==> config.mk <==
export PLATFORM = sky130hd
export DESIGN_NAME = eut_core
export DESIGN_NICKNAME = d
export VERILOG_FILES = /design/src/hw/eut_pkg.sv /design/src/hw/eut_tick_gen.sv /design/src/hw/eut_core.sv
export VERILOG_INCLUDE_DIRS = /design/src /design/src/hw
export SDC_FILE = /design/constraint.sdc
export NUM_CORES = 1
export LEC_CHECK = 0
export BUFFER_PORTS_ARGS = -buffer_cell sky130_fd_sc_hd__buf_2
export CAP_MARGIN = 20
export CORE_MARGIN = 2
export CORE_UTILIZATION = 25
export DETAILED_ROUTE_END_ITERATION = 10
export PLACE_DENSITY = 0.5
export SLEW_MARGIN = 20
export SYNTH_ARGS = -nofsm -noshare
export SYNTH_HDL_FRONTEND = slang
export SYNTH_HIERARCHICAL = 1
export SYNTH_SLANG_ARGS = --single-unit
==> constraint.sdc <==
create_clock -name ref_clk -period 8.7 [get_ports ref_clk]
set_input_delay 1.74 -clock ref_clk [delete_from_list [all_inputs] [get_ports ref_clk]]
set_output_delay 1.74 -clock ref_clk [all_outputs]
set_load 0.01 [all_outputs]
==> src/hw/eut_cfg.svh <==
/*
 what: constants for the enhanced up/down timer core (offsets, fields, codes, resets)
 assumes: included by bare name from the design modules and the bench
*/
`ifndef EUT_CFG_SVH
`define EUT_CFG_SVH
// apb byte offsets, one aligned word per register
`define EUT_OFF_CLK_PER 12'h000
`define EUT_OFF_CHAN_A 12'h004
`define EUT_OFF_CHAN_B 12'h008
`define EUT_OFF_CNT_LO 12'h00C
`define EUT_OFF_CNT_HI 12'h010
`define EUT_OFF_CMPA_LO 12'h014
`define EUT_OFF_CMPA_HI 12'h018
`define EUT_OFF_CMPB_LO 12'h01C
`define EUT_OFF_CMPB_HI 12'h020
`define EUT_OFF_STATUS 12'h024
// reset values
`define EUT_RST_BYTE 8'h00
`define EUT_RST_HI2 2'h0
// clock-period register fields
`define EUT_B_PAUSE 7
`define EUT_B_CKS_HI 6
`define EUT_B_CKS_LO 4
`define EUT_B_ON 3
`define EUT_B_PER_HI 2
`define EUT_B_PER_LO 0
// channel a register fields
`define EUT_B_MODE_HI 7
`define EUT_B_MODE_LO 6
`define EUT_B_PF_HI 5
`define EUT_B_PF_LO 4
`define EUT_B_OLVL 3
`define EUT_B_INV 2
`define EUT_B_DIR 1
`define EUT_B_CLRSEL 0
// channel b register: pwm alignment field
`define EUT_B_ALIGN_HI 1
`define EUT_B_ALIGN_LO 0
// clock select codes
`define EUT_CK_SYS4 3'h0
`define EUT_CK_SYS 3'h1
`define EUT_CK_H16 3'h2
`define EUT_CK_H64 3'h3
`define EUT_CK_SUB 3'h4
`define EUT_CK_RSV 3'h5
`define EUT_CK_PINR 3'h6
`define EUT_CK_PINF 3'h7
// prescaler terminal counts and counter geometry
`define EUT_DIV4_LAST 6'h03
`define EUT_DIV16_LAST 6'h0F
`define EUT_DIV64_LAST 6'h3F
`define EUT_CNT_MAX 10'h3FF
`define EUT_CNT_ZERO 10'h000
`define EUT_PER_ZERO 3'h0
`define EUT_CNT_TOP_HI 9
`define EUT_CNT_TOP_LO 7
// pin-function codes
`define EUT_PF_00 2'h0
`define EUT_PF_01 2'h1
`define EUT_PF_10 2'h2
`define EUT_PF_11 2'h3
`endif

==> src/hw/eut_pkg.sv <==
/*
 what: shared types of the enhanced up/down timer core
 assumes: nothing is imported; users write eut_pkg::name
*/
package eut_pkg;
  // channel a operating modes, in register code order
  typedef enum logic [1:0] {
    EUT_MODE_CMP,
    EUT_MODE_CAP,
    EUT_MODE_PWM,
    EUT_MODE_TMR
  } eut_mode_t;
  // pwm alignment choices, in register code order
  typedef enum logic [1:0] {
    EUT_AL_EDGE,
    EUT_AL_CUP,
    EUT_AL_CDN,
    EUT_AL_CBOTH
  } eut_align_t;
endpackage

==> src/hw/eut_tick_gen.sv <==
/*
 what: count-enable generator, turns the clock select code into one-cycle ticks
 assumes: ref_clk is the system clock and also stands for the high and sub clocks;
 the external pin is synchronous to ref_clk
*/
`timescale 1ns/1ps
`default_nettype none
`include "eut_cfg.svh"
module eut_tick_gen (
  // clock and reset
  input wire logic ref_clk,
  input wire logic srst,
  // control
  input wire logic run,
  input wire logic [2:0] clk_sel,
  // external count clock pin
  input wire logic external_count_clock_pin,
  // tick out
  output logic tick
);
  logic [5:0] pre;
  logic pin_q;
  wire pin_rise = external_count_clock_pin & ~pin_q;
  wire pin_fall = ~external_count_clock_pin & pin_q;
  // prescaler runs freely while the timer is on, so its phase restarts at switch-on
  always_ff @(posedge ref_clk)
  begin
    if (srst || !run)
      pre <= 6'h00;
    else
      pre <= pre + 6'h01;
  end
  always_ff @(posedge ref_clk)
  begin
    if (srst)
      pin_q <= 1'b0;
    else
      pin_q <= external_count_clock_pin;
  end
  // sub clock has no source of its own here, so it follows the system clock
  always_comb
  begin
    unique case (clk_sel)
      `EUT_CK_SYS4: tick = run && (pre[1:0] == 2'(`EUT_DIV4_LAST));
      `EUT_CK_SYS: tick = run;
      `EUT_CK_H16: tick = run && (pre[3:0] == 4'(`EUT_DIV16_LAST));
      `EUT_CK_H64: tick = run && (pre == `EUT_DIV64_LAST);
      `EUT_CK_SUB: tick = run;
      `EUT_CK_RSV: tick = 1'b0;
      `EUT_CK_PINR: tick = run && pin_rise;
      `EUT_CK_PINF: tick = run && pin_fall;
    endcase
  end
endmodule // eut_tick_gen
`default_nettype wire

==> src/hw/eut_core.sv <==
/*
 what: ten-bit enhanced up/down timer core with apb registers, comparators a, b, p,
 capture and channel a waveform output
 assumes: apb master per the protocol, zero wait states; pins synchronous to ref_clk
*/
// Local design decisions: the placing of the registers and the APB slave port.
// Function
// ten-bit up/down counter, selectable clock
// period compares top three bits; a,b ten
// software only clears counter on switch-on
// overflow or selected match clears, flags event
// pause holds count, resumes from it
// clock select codes, 101 stops counting
// switch-off stops counter, keeps value
// switch-on restores initial output level
// period code N gives N times 128
// clear select picks period or a
// period zero lets counter overflow
// channel a mode field codes
// software switches off before mode change
// timer mode leaves output pin undriven
// compare match pin action codes
// same level as initial gives no change
// pwm pin function codes
// capture edge select codes
// software changes pwm function only off
// output level: initial or active level
// invert bit inverts output pin
// direction flag reads count direction
// pwm alignment select codes
// clear select ignored in pwm, capture
`timescale 1ns/1ps
`default_nettype none
`include "eut_cfg.svh"
module eut_core (
  // clock and reset
  input wire logic ref_clk,
  input wire logic srst,
  // apb slave
  input wire logic psel,
  input wire logic penable,
  input wire logic pwrite,
  input wire logic [11:0] paddr,
  input wire logic [31:0] pwdata,
  output logic [31:0] prdata,
  output logic pready,
  output logic pslverr,
  // external pins
  input wire logic external_count_clock_pin,
  input wire logic chan_a_capture_pin,
  output logic chan_a_output_pin,
  output logic chan_a_output_oe,
  // events
  output logic match_a_event,
  output logic match_b_event,
  output logic match_p_event,
  output logic capture_event
);
  // register state
  logic [7:0] ctrl_clock_period;
  logic [7:0] ctrl_chan_a;
  logic [7:0] ctrl_chan_b;
  logic [9:0] compare_a_value;
  logic [9:0] compare_b_value;
  logic [9:0] count;
  logic count_direction_flag;
  logic on_q;
  logic cap_q;
  logic wave;
  logic [3:0] ev_sticky;
  logic tick;

  // field decode
  wire count_pause = ctrl_clock_period[`EUT_B_PAUSE];
  wire timer_on = ctrl_clock_period[`EUT_B_ON];
  wire [2:0] count_clock_select = ctrl_clock_period[`EUT_B_CKS_HI:`EUT_B_CKS_LO];
  wire [2:0] period_field = ctrl_clock_period[`EUT_B_PER_HI:`EUT_B_PER_LO];
  wire eut_pkg::eut_mode_t chan_a_mode =
    eut_pkg::eut_mode_t'(ctrl_chan_a[`EUT_B_MODE_HI:`EUT_B_MODE_LO]);
  wire [1:0] chan_a_pin_function = ctrl_chan_a[`EUT_B_PF_HI:`EUT_B_PF_LO];
  wire chan_a_output_level = ctrl_chan_a[`EUT_B_OLVL];
  wire chan_a_invert = ctrl_chan_a[`EUT_B_INV];
  wire clear_source_select = ctrl_chan_a[`EUT_B_CLRSEL];
  wire eut_pkg::eut_align_t pwm_align_select =
    eut_pkg::eut_align_t'(ctrl_chan_b[`EUT_B_ALIGN_HI:`EUT_B_ALIGN_LO]);

  // mode decode
  wire mode_cmp = (chan_a_mode == eut_pkg::EUT_MODE_CMP);
  wire mode_cap = (chan_a_mode == eut_pkg::EUT_MODE_CAP);
  wire mode_pwm = (chan_a_mode == eut_pkg::EUT_MODE_PWM);
  wire mode_tmr = (chan_a_mode == eut_pkg::EUT_MODE_TMR);
  wire single_pulse = mode_pwm && (chan_a_pin_function == `EUT_PF_11);
  wire centre = mode_pwm && (pwm_align_select != eut_pkg::EUT_AL_EDGE);

  // apb decode, zero wait states
  wire acc = psel && penable;
  wire wr = acc && pwrite;
  function automatic logic hit(input logic [11:0] a, input logic [11:0] off);
    hit = (a == off);
  endfunction
  wire hit_cp = hit(paddr, `EUT_OFF_CLK_PER);
  wire hit_ca = hit(paddr, `EUT_OFF_CHAN_A);
  wire hit_cb = hit(paddr, `EUT_OFF_CHAN_B);
  wire hit_dl = hit(paddr, `EUT_OFF_CNT_LO);
  wire hit_dh = hit(paddr, `EUT_OFF_CNT_HI);
  wire hit_al = hit(paddr, `EUT_OFF_CMPA_LO);
  wire hit_ah = hit(paddr, `EUT_OFF_CMPA_HI);
  wire hit_bl = hit(paddr, `EUT_OFF_CMPB_LO);
  wire hit_bh = hit(paddr, `EUT_OFF_CMPB_HI);
  wire hit_st = hit(paddr, `EUT_OFF_STATUS);
  wire mapped = hit_cp | hit_ca | hit_cb | hit_dl | hit_dh | hit_al | hit_ah
    | hit_bl | hit_bh | hit_st;
  assign pready = 1'b1;
  assign pslverr = acc && !mapped;

  // comparators: p sees the top three bits of the next count, a and b the whole count
  wire [9:0] count_inc = count + 10'h001; // one step ahead, so code n spans n times 128 ticks
  wire [2:0] count_top = count_inc[`EUT_CNT_TOP_HI:`EUT_CNT_TOP_LO];
  wire per_zero = (period_field == `EUT_PER_ZERO);
  wire eq_a = (count == compare_a_value);
  wire eq_b = (count == compare_b_value);
  wire eq_p = !per_zero && (count_top == period_field)
    && (count_inc[`EUT_CNT_TOP_LO - 1:0] == 7'h00);
  wire at_max = (count == `EUT_CNT_MAX);

  // count step qualification
  wire on_rise = timer_on && !on_q;
  wire step = tick && !count_pause && !on_rise; // R05; a stale count never matches at switch-on
  // a and b matches are taken at the step made from the compare value, p at the step that would reach it
  wire hit_a = step && eq_a;
  wire hit_b = step && eq_b;
  wire hit_p = step && eq_p;
  wire hit_ovf = step && at_max && !count_direction_flag;

  // clear source: period (or overflow when period is zero) or compare a
  wire use_clr_a = clear_source_select && (mode_cmp || mode_tmr);
  wire end_up_p = per_zero ? at_max : eq_p;
  // pwm top: edge mode wraps, centre mode turns round
  wire at_top = use_clr_a ? eq_a : end_up_p;
  wire at_bottom = (count == `EUT_CNT_ZERO);
  wire wrap = step && at_top && !count_direction_flag && !centre;

  // single pulse ends on compare a and turns the timer off
  wire sp_end = single_pulse && hit_a;
  // capture edge detection on the capture pin
  wire cap_rise = chan_a_capture_pin && !cap_q;
  wire cap_fall = !chan_a_capture_pin && cap_q;
  wire cap_edge = (chan_a_pin_function == `EUT_PF_00) ? cap_rise :
                  (chan_a_pin_function == `EUT_PF_01) ? cap_fall :
                  (chan_a_pin_function == `EUT_PF_10) ? (cap_rise | cap_fall) :
                  1'b0;
  wire cap_take = mode_cap && timer_on && cap_edge;

  // pwm match qualification by alignment
  wire a_up_ok = (pwm_align_select != eut_pkg::EUT_AL_CDN);
  wire a_dn_ok = (pwm_align_select != eut_pkg::EUT_AL_CUP);
  wire pwm_a_hit = hit_a && (!centre || (count_direction_flag ? a_dn_ok : a_up_ok));

  // tick generator
  eut_tick_gen u_tick (
    .ref_clk(ref_clk),
    .srst(srst),
    .run(timer_on),
    .clk_sel(count_clock_select),
    .external_count_clock_pin(external_count_clock_pin),
    .tick(tick)
  );

  // next count value
  logic [9:0] next_count;
  logic next_dir;
  always_comb
  begin
    next_count = count;
    next_dir = count_direction_flag;
    if (on_rise)
    begin
      next_count = `EUT_CNT_ZERO;
      next_dir = 1'b0;
    end
    else if (step && !sp_end)
    begin
      if (centre && !count_direction_flag && at_top)
      begin
        next_dir = 1'b1;
        next_count = count - 10'h001;
      end
      else if (centre && count_direction_flag && at_bottom)
      begin
        next_dir = 1'b0;
        next_count = count + 10'h001;
      end
      else if (wrap)
        next_count = `EUT_CNT_ZERO;
      else if (count_direction_flag)
        next_count = count - 10'h001;
      else
        next_count = count + 10'h001;
    end
  end

  // counter and direction; held when off, paused or on reserved clock
  always_ff @(posedge ref_clk)
  begin
    if (srst)
    begin
      count <= `EUT_CNT_ZERO;
      count_direction_flag <= 1'b0;
    end
    else
    begin
      count <= next_count;
      count_direction_flag <= next_dir;
    end
  end

  // register writes; a capture wins over a software write of compare a
  always_ff @(posedge ref_clk)
  begin
    if (srst)
    begin
      ctrl_clock_period <= `EUT_RST_BYTE;
      ctrl_chan_a <= `EUT_RST_BYTE;
      ctrl_chan_b <= `EUT_RST_BYTE;
      compare_a_value <= {`EUT_RST_HI2, `EUT_RST_BYTE};
      compare_b_value <= {`EUT_RST_HI2, `EUT_RST_BYTE};
    end
    else
    begin
      if (sp_end)
        ctrl_clock_period[`EUT_B_ON] <= 1'b0;
      else if (wr && hit_cp)
        ctrl_clock_period <= pwdata[7:0];
      if (wr && hit_ca)
        ctrl_chan_a <= {pwdata[7:2], ctrl_chan_a[`EUT_B_DIR], pwdata[0]};
      if (wr && hit_cb)
        ctrl_chan_b <= pwdata[7:0];
      if (cap_take)
        compare_a_value <= count;
      else if (wr && hit_al)
        compare_a_value[7:0] <= pwdata[7:0];
      else if (wr && hit_ah)
        compare_a_value[9:8] <= pwdata[1:0];
      if (wr && hit_bl)
        compare_b_value[7:0] <= pwdata[7:0];
      else if (wr && hit_bh)
        compare_b_value[9:8] <= pwdata[1:0];
    end
  end

  // channel a waveform before polarity
  logic next_wave;
  wire cmp_lvl = (chan_a_pin_function == `EUT_PF_10);
  always_comb
  begin
    next_wave = wave;
    if (mode_cmp)
    begin
      if (on_rise)
        next_wave = chan_a_output_level;
      else if (hit_a && chan_a_pin_function == `EUT_PF_11)
        next_wave = ~wave;
      else if (hit_a && chan_a_pin_function != `EUT_PF_00
               && cmp_lvl != chan_a_output_level)
        next_wave = cmp_lvl;
    end
    else if (mode_pwm)
    begin
      if (chan_a_pin_function == `EUT_PF_00)
        next_wave = 1'b0;
      else if (chan_a_pin_function == `EUT_PF_01)
        next_wave = 1'b1;
      else if (single_pulse)
        next_wave = on_rise ? 1'b1 : (sp_end || !timer_on) ? 1'b0 : wave;
      else if (on_rise || (wrap && !centre))
        next_wave = 1'b1;
      else if (pwm_a_hit)
        next_wave = 1'b0;
    end
  end

  // pin level: active level and polarity applied after the waveform
  wire act_lvl = mode_pwm ? (wave ~^ chan_a_output_level) : wave;
  always_ff @(posedge ref_clk)
  begin
    if (srst)
    begin
      wave <= 1'b0;
      on_q <= 1'b0;
      cap_q <= 1'b0;
      chan_a_output_pin <= 1'b0;
      chan_a_output_oe <= 1'b0;
    end
    else
    begin
      wave <= next_wave;
      on_q <= timer_on;
      cap_q <= chan_a_capture_pin;
      chan_a_output_pin <= act_lvl ^ chan_a_invert;
      chan_a_output_oe <= mode_cmp || mode_pwm;
    end
  end

  // event pulses; p events exist only while compare a is not the clear source
  wire p_evt = hit_p && !use_clr_a || (per_zero && hit_ovf && !use_clr_a);
  wire [3:0] ev_now = {cap_take, p_evt, hit_b, hit_a || (use_clr_a && hit_ovf)};
  always_ff @(posedge ref_clk)
  begin
    if (srst)
    begin
      match_a_event <= 1'b0;
      match_b_event <= 1'b0;
      match_p_event <= 1'b0;
      capture_event <= 1'b0;
    end
    else
    begin
      match_a_event <= ev_now[0];
      match_b_event <= ev_now[1];
      match_p_event <= ev_now[2];
      capture_event <= ev_now[3];
    end
  end

  // sticky status, write one to clear; a new event wins over the clear
  wire [3:0] clr_mask = (wr && hit_st) ? pwdata[3:0] : 4'h0;
  always_ff @(posedge ref_clk)
  begin
    if (srst)
      ev_sticky <= 4'h0;
    else
      ev_sticky <= (ev_sticky & ~clr_mask) | ev_now;
  end

  // read mux
  wire [31:0] rd_val =
    hit_cp ? {24'h000000, ctrl_clock_period} :
    hit_ca ? {24'h000000, ctrl_chan_a[7:2], count_direction_flag, ctrl_chan_a[0]} :
    hit_cb ? {24'h000000, ctrl_chan_b} :
    hit_dl ? {24'h000000, count[7:0]} :
    hit_dh ? {30'h0, count[9:8]} :
    hit_al ? {24'h000000, compare_a_value[7:0]} :
    hit_ah ? {30'h0, compare_a_value[9:8]} :
    hit_bl ? {24'h000000, compare_b_value[7:0]} :
    hit_bh ? {30'h0, compare_b_value[9:8]} :
    hit_st ? {28'h0000000, ev_sticky} : 32'h00000000;
  assign prdata = (acc && !pwrite) ? rd_val : 32'h00000000;

  // checks
  on_clears_a: assert property (@(posedge ref_clk) disable iff (srst)
    $rose(timer_on) |=> (count == `EUT_CNT_ZERO))
    else $error("counter not cleared on switch-on");
  off_holds_a: assert property (@(posedge ref_clk) disable iff (srst)
    !timer_on && !$rose(timer_on) |=> $stable(count))
    else $error("counter moved while off");
  pause_hold_a: assert property (@(posedge ref_clk) disable iff (srst)
    count_pause && on_q && timer_on |=> count == $past(count))
    else $error("counter moved while paused");
  rsv_stop_a: assert property (@(posedge ref_clk) disable iff (srst)
    count_clock_select == `EUT_CK_RSV && on_q && timer_on |=> $stable(count))
    else $error("reserved clock still counts");
  tmr_pin_a: assert property (@(posedge ref_clk) disable iff (srst)
    mode_tmr |=> !chan_a_output_oe)
    else $error("pin driven in timer mode");
  init_lvl_a: assert property (@(posedge ref_clk) disable iff (srst)
    mode_cmp && on_rise ##1 mode_cmp && !wr
      |=> chan_a_output_pin == (chan_a_output_level ^ chan_a_invert))
    else $error("initial level not restored");
  per_clear_a: assert property (@(posedge ref_clk) disable iff (srst)
    wrap && !on_rise && !sp_end |=> count == `EUT_CNT_ZERO)
    else $error("clear on match missed");
  cap_load_a: assert property (@(posedge ref_clk) disable iff (srst)
    cap_take |=> compare_a_value == $past(count))
    else $error("capture did not load compare a");
  cov_cmp_c: cover property (@(posedge ref_clk) mode_cmp && hit_a);
  cov_cap_c: cover property (@(posedge ref_clk) cap_take);
  cov_pwm_c: cover property (@(posedge ref_clk) mode_pwm && wrap);
  cov_sp_c: cover property (@(posedge ref_clk) sp_end);
endmodule // eut_core
`default_nettype wire

==> flow_metrics.py <==
metrics = {
    "floorplan": {
        "core_area_um2": 19590,
        "die_h_um": 145.9,
        "rows": 51,
        "initial_core_util": 0.2569,
        "die_w_um": 145.9,
        "die-area_um2": 21280,
        "io_pins": 91,
    },
    "critical_path": {
        "slowest_stage": "or4_1",
        "reg2reg_slack_ps": 5180,
        "cp_cell_sequence": "buf_2 > nor4_1 > nand2_1 > or4_1 > nand2_1 > a221o_1 > a21oi_1 > a2bb2oi_1 > nor2_1 > buf_2",
        "cp_slowest_stage_delay_ps": 770,
        "cp-end-kind": "output port",
        "path_class": "primary input to output port",
        "crit_path_max_fanout": 17,
        "required_ps": 6960,
        "start_kind": "primary input",
        "r2r-end": "ev_sticky[2]",
        "crit_cells": 10,
        "critPathCapture": "prdata[1]",
        "crit_start": "paddr[9]",
        "arrival_ps": 4230,
        "cpLargestDelayFamily": "simple AND/OR/NAND/NOR gates",
        "crit_buf_inv": 2,
        "r2r_start": "count[1]",
        "ff2ff_path_depth": 9,
    },
    "power": {
        "pwr-share-clk": 0.483,
        "powerDensity_nw_per_um2": 130.5,
        "power.leakage_nw": 2.079,
        "worst_ir_drop_vdd_v": 0.0001031,
        "seqPwrFrac": 0.467,
        "p_sw_w": 0.0001863,
        "p_comb_frac": 0.050,
        "power_w": 0.0007273,
        "p_int_w": 0.0005410,
        "swShare": 0.2561,
    },
    "sta": {
        "period_needed_ps": 5969,
        "drv_slew": 0,
        "grt_setup_unrepaired": "no",
        "tns_ps": 0,
        "post-route-period-util": 0.6861,
        "fmax_ghz": 0.1675,
        "relSlewSlack": 0.3342,
        "fin_ws_ps": 2731,
        "hold_viol_final": 0,
        "skew_ps": 12.37,
        "setup_viol": 0,
        "tightestPinTransition_ps": 984.8,
    },
    "cells_and_area": {
        "layout_common_cells": "nor2_1 (82), dfxtp_1 (74), nand2_1 (53)",
        "multi_input_comb_area_um2": 3196,
        "drive_gt1_frac": 0.1411,
        "final_common_cell": "nor2_1",
        "final_nets": 701,
        "diodes": 0,
        "n_fill_cell": 2173,
        "regArea_um2": 1481,
        "area_growth_pct": 10.74,
    },
    "logic_synthesis": {
        "synth_edf_count": 0,
        "synth_cell_types": 73,
        "synthArstFlopShare": 0,
        "syn_avg_cell_area_um2": 8.026,
        "ys.flop_type": "dfxtp_1",
        "synthCells": 627,
        "netlist_area_um2": 5032,
        "synth_seq_cells": 74,
        "yosysSeqAreaShare": 0.2944,
        "yosys_warnings": 6,
    },
    "detailed_routing": {
        "highest_layer": "met4",
        "wl_met1_mm": 6.862,
        "vias": 4478,
        "vias_per_cell": 4.921,
        "wl_mm": 14.44,
        "drt_iter0_drc": 296,
        "dr.pass1.iters": 5,
        "ant_nets": 0,
        "drc": 0,
        "routedWlPerCell_um": 15.87,
        "wl_met2_mm": 6.549,
        "dr_wl_met3_um": 783,
    },
    "global_route": {
        "antenna_found_initial": 0,
        "grt_pass1_vias": 4118,
        "grt_use_total": 0.1367,
        "grt_start_max_net_pins": 45,
        "grt-ovfl-total": 0,
        "grt_first_pass_wirelength_mm": 23.24,
    },
    "placement": {
        "port_buffers": 41,
        "post-place-ws_ps": 2707,
        "place_congestion": 0.8432,
        "hpwl_mm": 10.65,
    },
    "min_path": {
        "hp-class": "register to register",
    },
    "cts": {
        "cts-resized-gates": 0,
        "cts.sinks": 74,
        "post_cts_buffers": 0,
        "cts-root-buf": "clkbuf_16",
        "clockBufferDepth": 2,
        "cts.clk_slew.worst_paths_ps": 60,
        "cts_tree": "done",
        "clk_latency_ps": 350,
        "cts_buffers": 9,
        "htreeDepth": 3,
        "ctsHoldBuffers": 0,
    },
    "flow_run": {
        "cap_violations": 0,
    },
    "status": {
        "status": "finished clean",
    },
}
worst reg2reg max path, cell delays in order, from the launching register on:
cell and delay, ps:
dfxtp_1 680, ha_1 390, nand3_1 150, nor2_2 280, o211ai_1 210, a2111oi_4 480
a21bo_2 190, o21ai_0 70, nor4b_1 820, a31o_2 200
flip-flops by register name, indices dropped and copies added (netlist names):
name,cells
ctrl_clock_period,8
chan_a_output_pin,1
ev_sticky,4
count,10
u_tick/pre,6
compare_a_value,10
cap_q,1
capture_event,1
chan_a_output_oe,1
ctrl_chan_b,8
count_direction_flag,1
u_tick/pin_q,1
match_b_event,1
ctrl_chan_a,7
match_a_event,1
compare_b_value,10
match_p_event,1
wave,1
on_q,1
power by group through the flow:
| stage | Sequential [W] | Combinational [W] | Clock (W) |
|---|---|---|---|
| after floorplan | 0.000347 | 0.0000281 | 0 |
| after global placement | 0.000347 | 0.0000363 | 0 |
| after detailed placement | 0.000347 | 0.0000363 | 0 |
| after CTS | 0.000340 | 0.0000364 | 0.000361 |
| after global routing | 0.000340 | 0.0000402 | 0.000372 |
| final | 0.000340 | 0.0000364 | 0.000351 |
worst min-delay path by stage:
stage	start	endpoint	slack [ps]	cells past startpoint
after detailed placement	ctrl_chan_b[7]	ctrl_chan_b[7]	450	2
after global routing	ctrl_chan_b[2]	ctrl_chan_b[2]	470	2
after CTS	ctrl_chan_b[7]	ctrl_chan_b[7]	450	2
after floorplan	u_tick/pre[0]	u_tick/pre[0]	430	1
after global placement	ctrl_chan_b[7]	ctrl_chan_b[7]	440	2
final	ctrl_chan_b[2]	ctrl_chan_b[2]	450	2
cell families (layout without fill, tap and decap cells):
group | Yosys count | count (layout) | share of synthesized area
AO/OA/AOI/OAI | 146 | 146 | 0.2081
AND/OR/NAND/NOR | 236 | 236 | 0.2320
other | 2 | 25 | 0.001492
adder cells (fa/ha/maj) | 9 | 9 | 0.02238
buffers and inverters | 81 | 76 | 0.08901
multiplexers | 46 | 46 | 0.09249
XOR/XNOR | 33 | 33 | 0.06017
flip-flops | 74 | 74 | 0.2944
metrics by stage:
stage | util | std cells | hold WS (ps) | instance area, um^2
final | 0.2845 | 910 | 453.6 | 5573
after floorplan | - | 650 | 428.8 | 5119
after global routing | 0.2845 | 910 | 472.9 | 5573
after global placement | 0.2706 | 894 | 441.1 | 5300
after detailed placement | 0.2706 | 894 | 446.6 | 5300
after CTS | 0.2842 | 909 | 454.6 | 5568
per-layer routing:
layer | GRT usage | up-vias
met2 | 0.2104 | 122
met5 | 0 | -
met1 | 0.1916 | 2122
met4 | 0.04020 | 0
li1 | - | 2218
met3 | 0.02884 | 16
synth_stat cells, types with 3 or more instances:
library cell / n / area [um^2]
a211oi_1: 12 / 90.09
a21o_1: 3 / 22.52
a21oi_1: 42 / 210.2
a22oi_1: 7 / 52.55
a31o_2: 3 / 26.28
a31oi_1: 10 / 62.56
and3_1: 5 / 31.28
buf_2: 10 / 50.05
buf_4: 25 / 187.7
buf_6: 5 / 56.30
clkbuf_1: 25 / 93.84
dfxtp_1: 74 / 1481
ha_1: 9 / 112.6
inv_1: 15 / 56.30
mux2_2: 3 / 33.78
mux2i_1: 42 / 420.4
nand2_1: 53 / 198.9
nand2b_1: 12 / 75.07
nand3_1: 17 / 85.08
nand3b_1: 6 / 45.04
nand4_1: 8 / 50.05
nor2_1: 82 / 307.8
nor2_2: 4 / 25.02
nor2b_1: 6 / 37.54
nor3_1: 14 / 70.07
nor4_1: 7 / 43.79
o2111ai_1: 3 / 26.28
o211ai_1: 5 / 37.54
o211ai_2: 3 / 37.54
o21ai_0: 25 / 125.1
o22ai_1: 3 / 18.77
or3_1: 4 / 25.02
or4_1: 3 / 22.52
xnor2_1: 16 / 140.1
xor2_1: 16 / 140.1
area by class of cell:
type,count,area share
timing repair buffer,46,0.04311
tap,265,0.05950
multi-input combinational,495,0.5734
clock inverter,6,0.007634
inverter,15,0.01010
sequential,74,0.2658
clock buffer,9,0.04041
(Power assumes the default switching activity.)
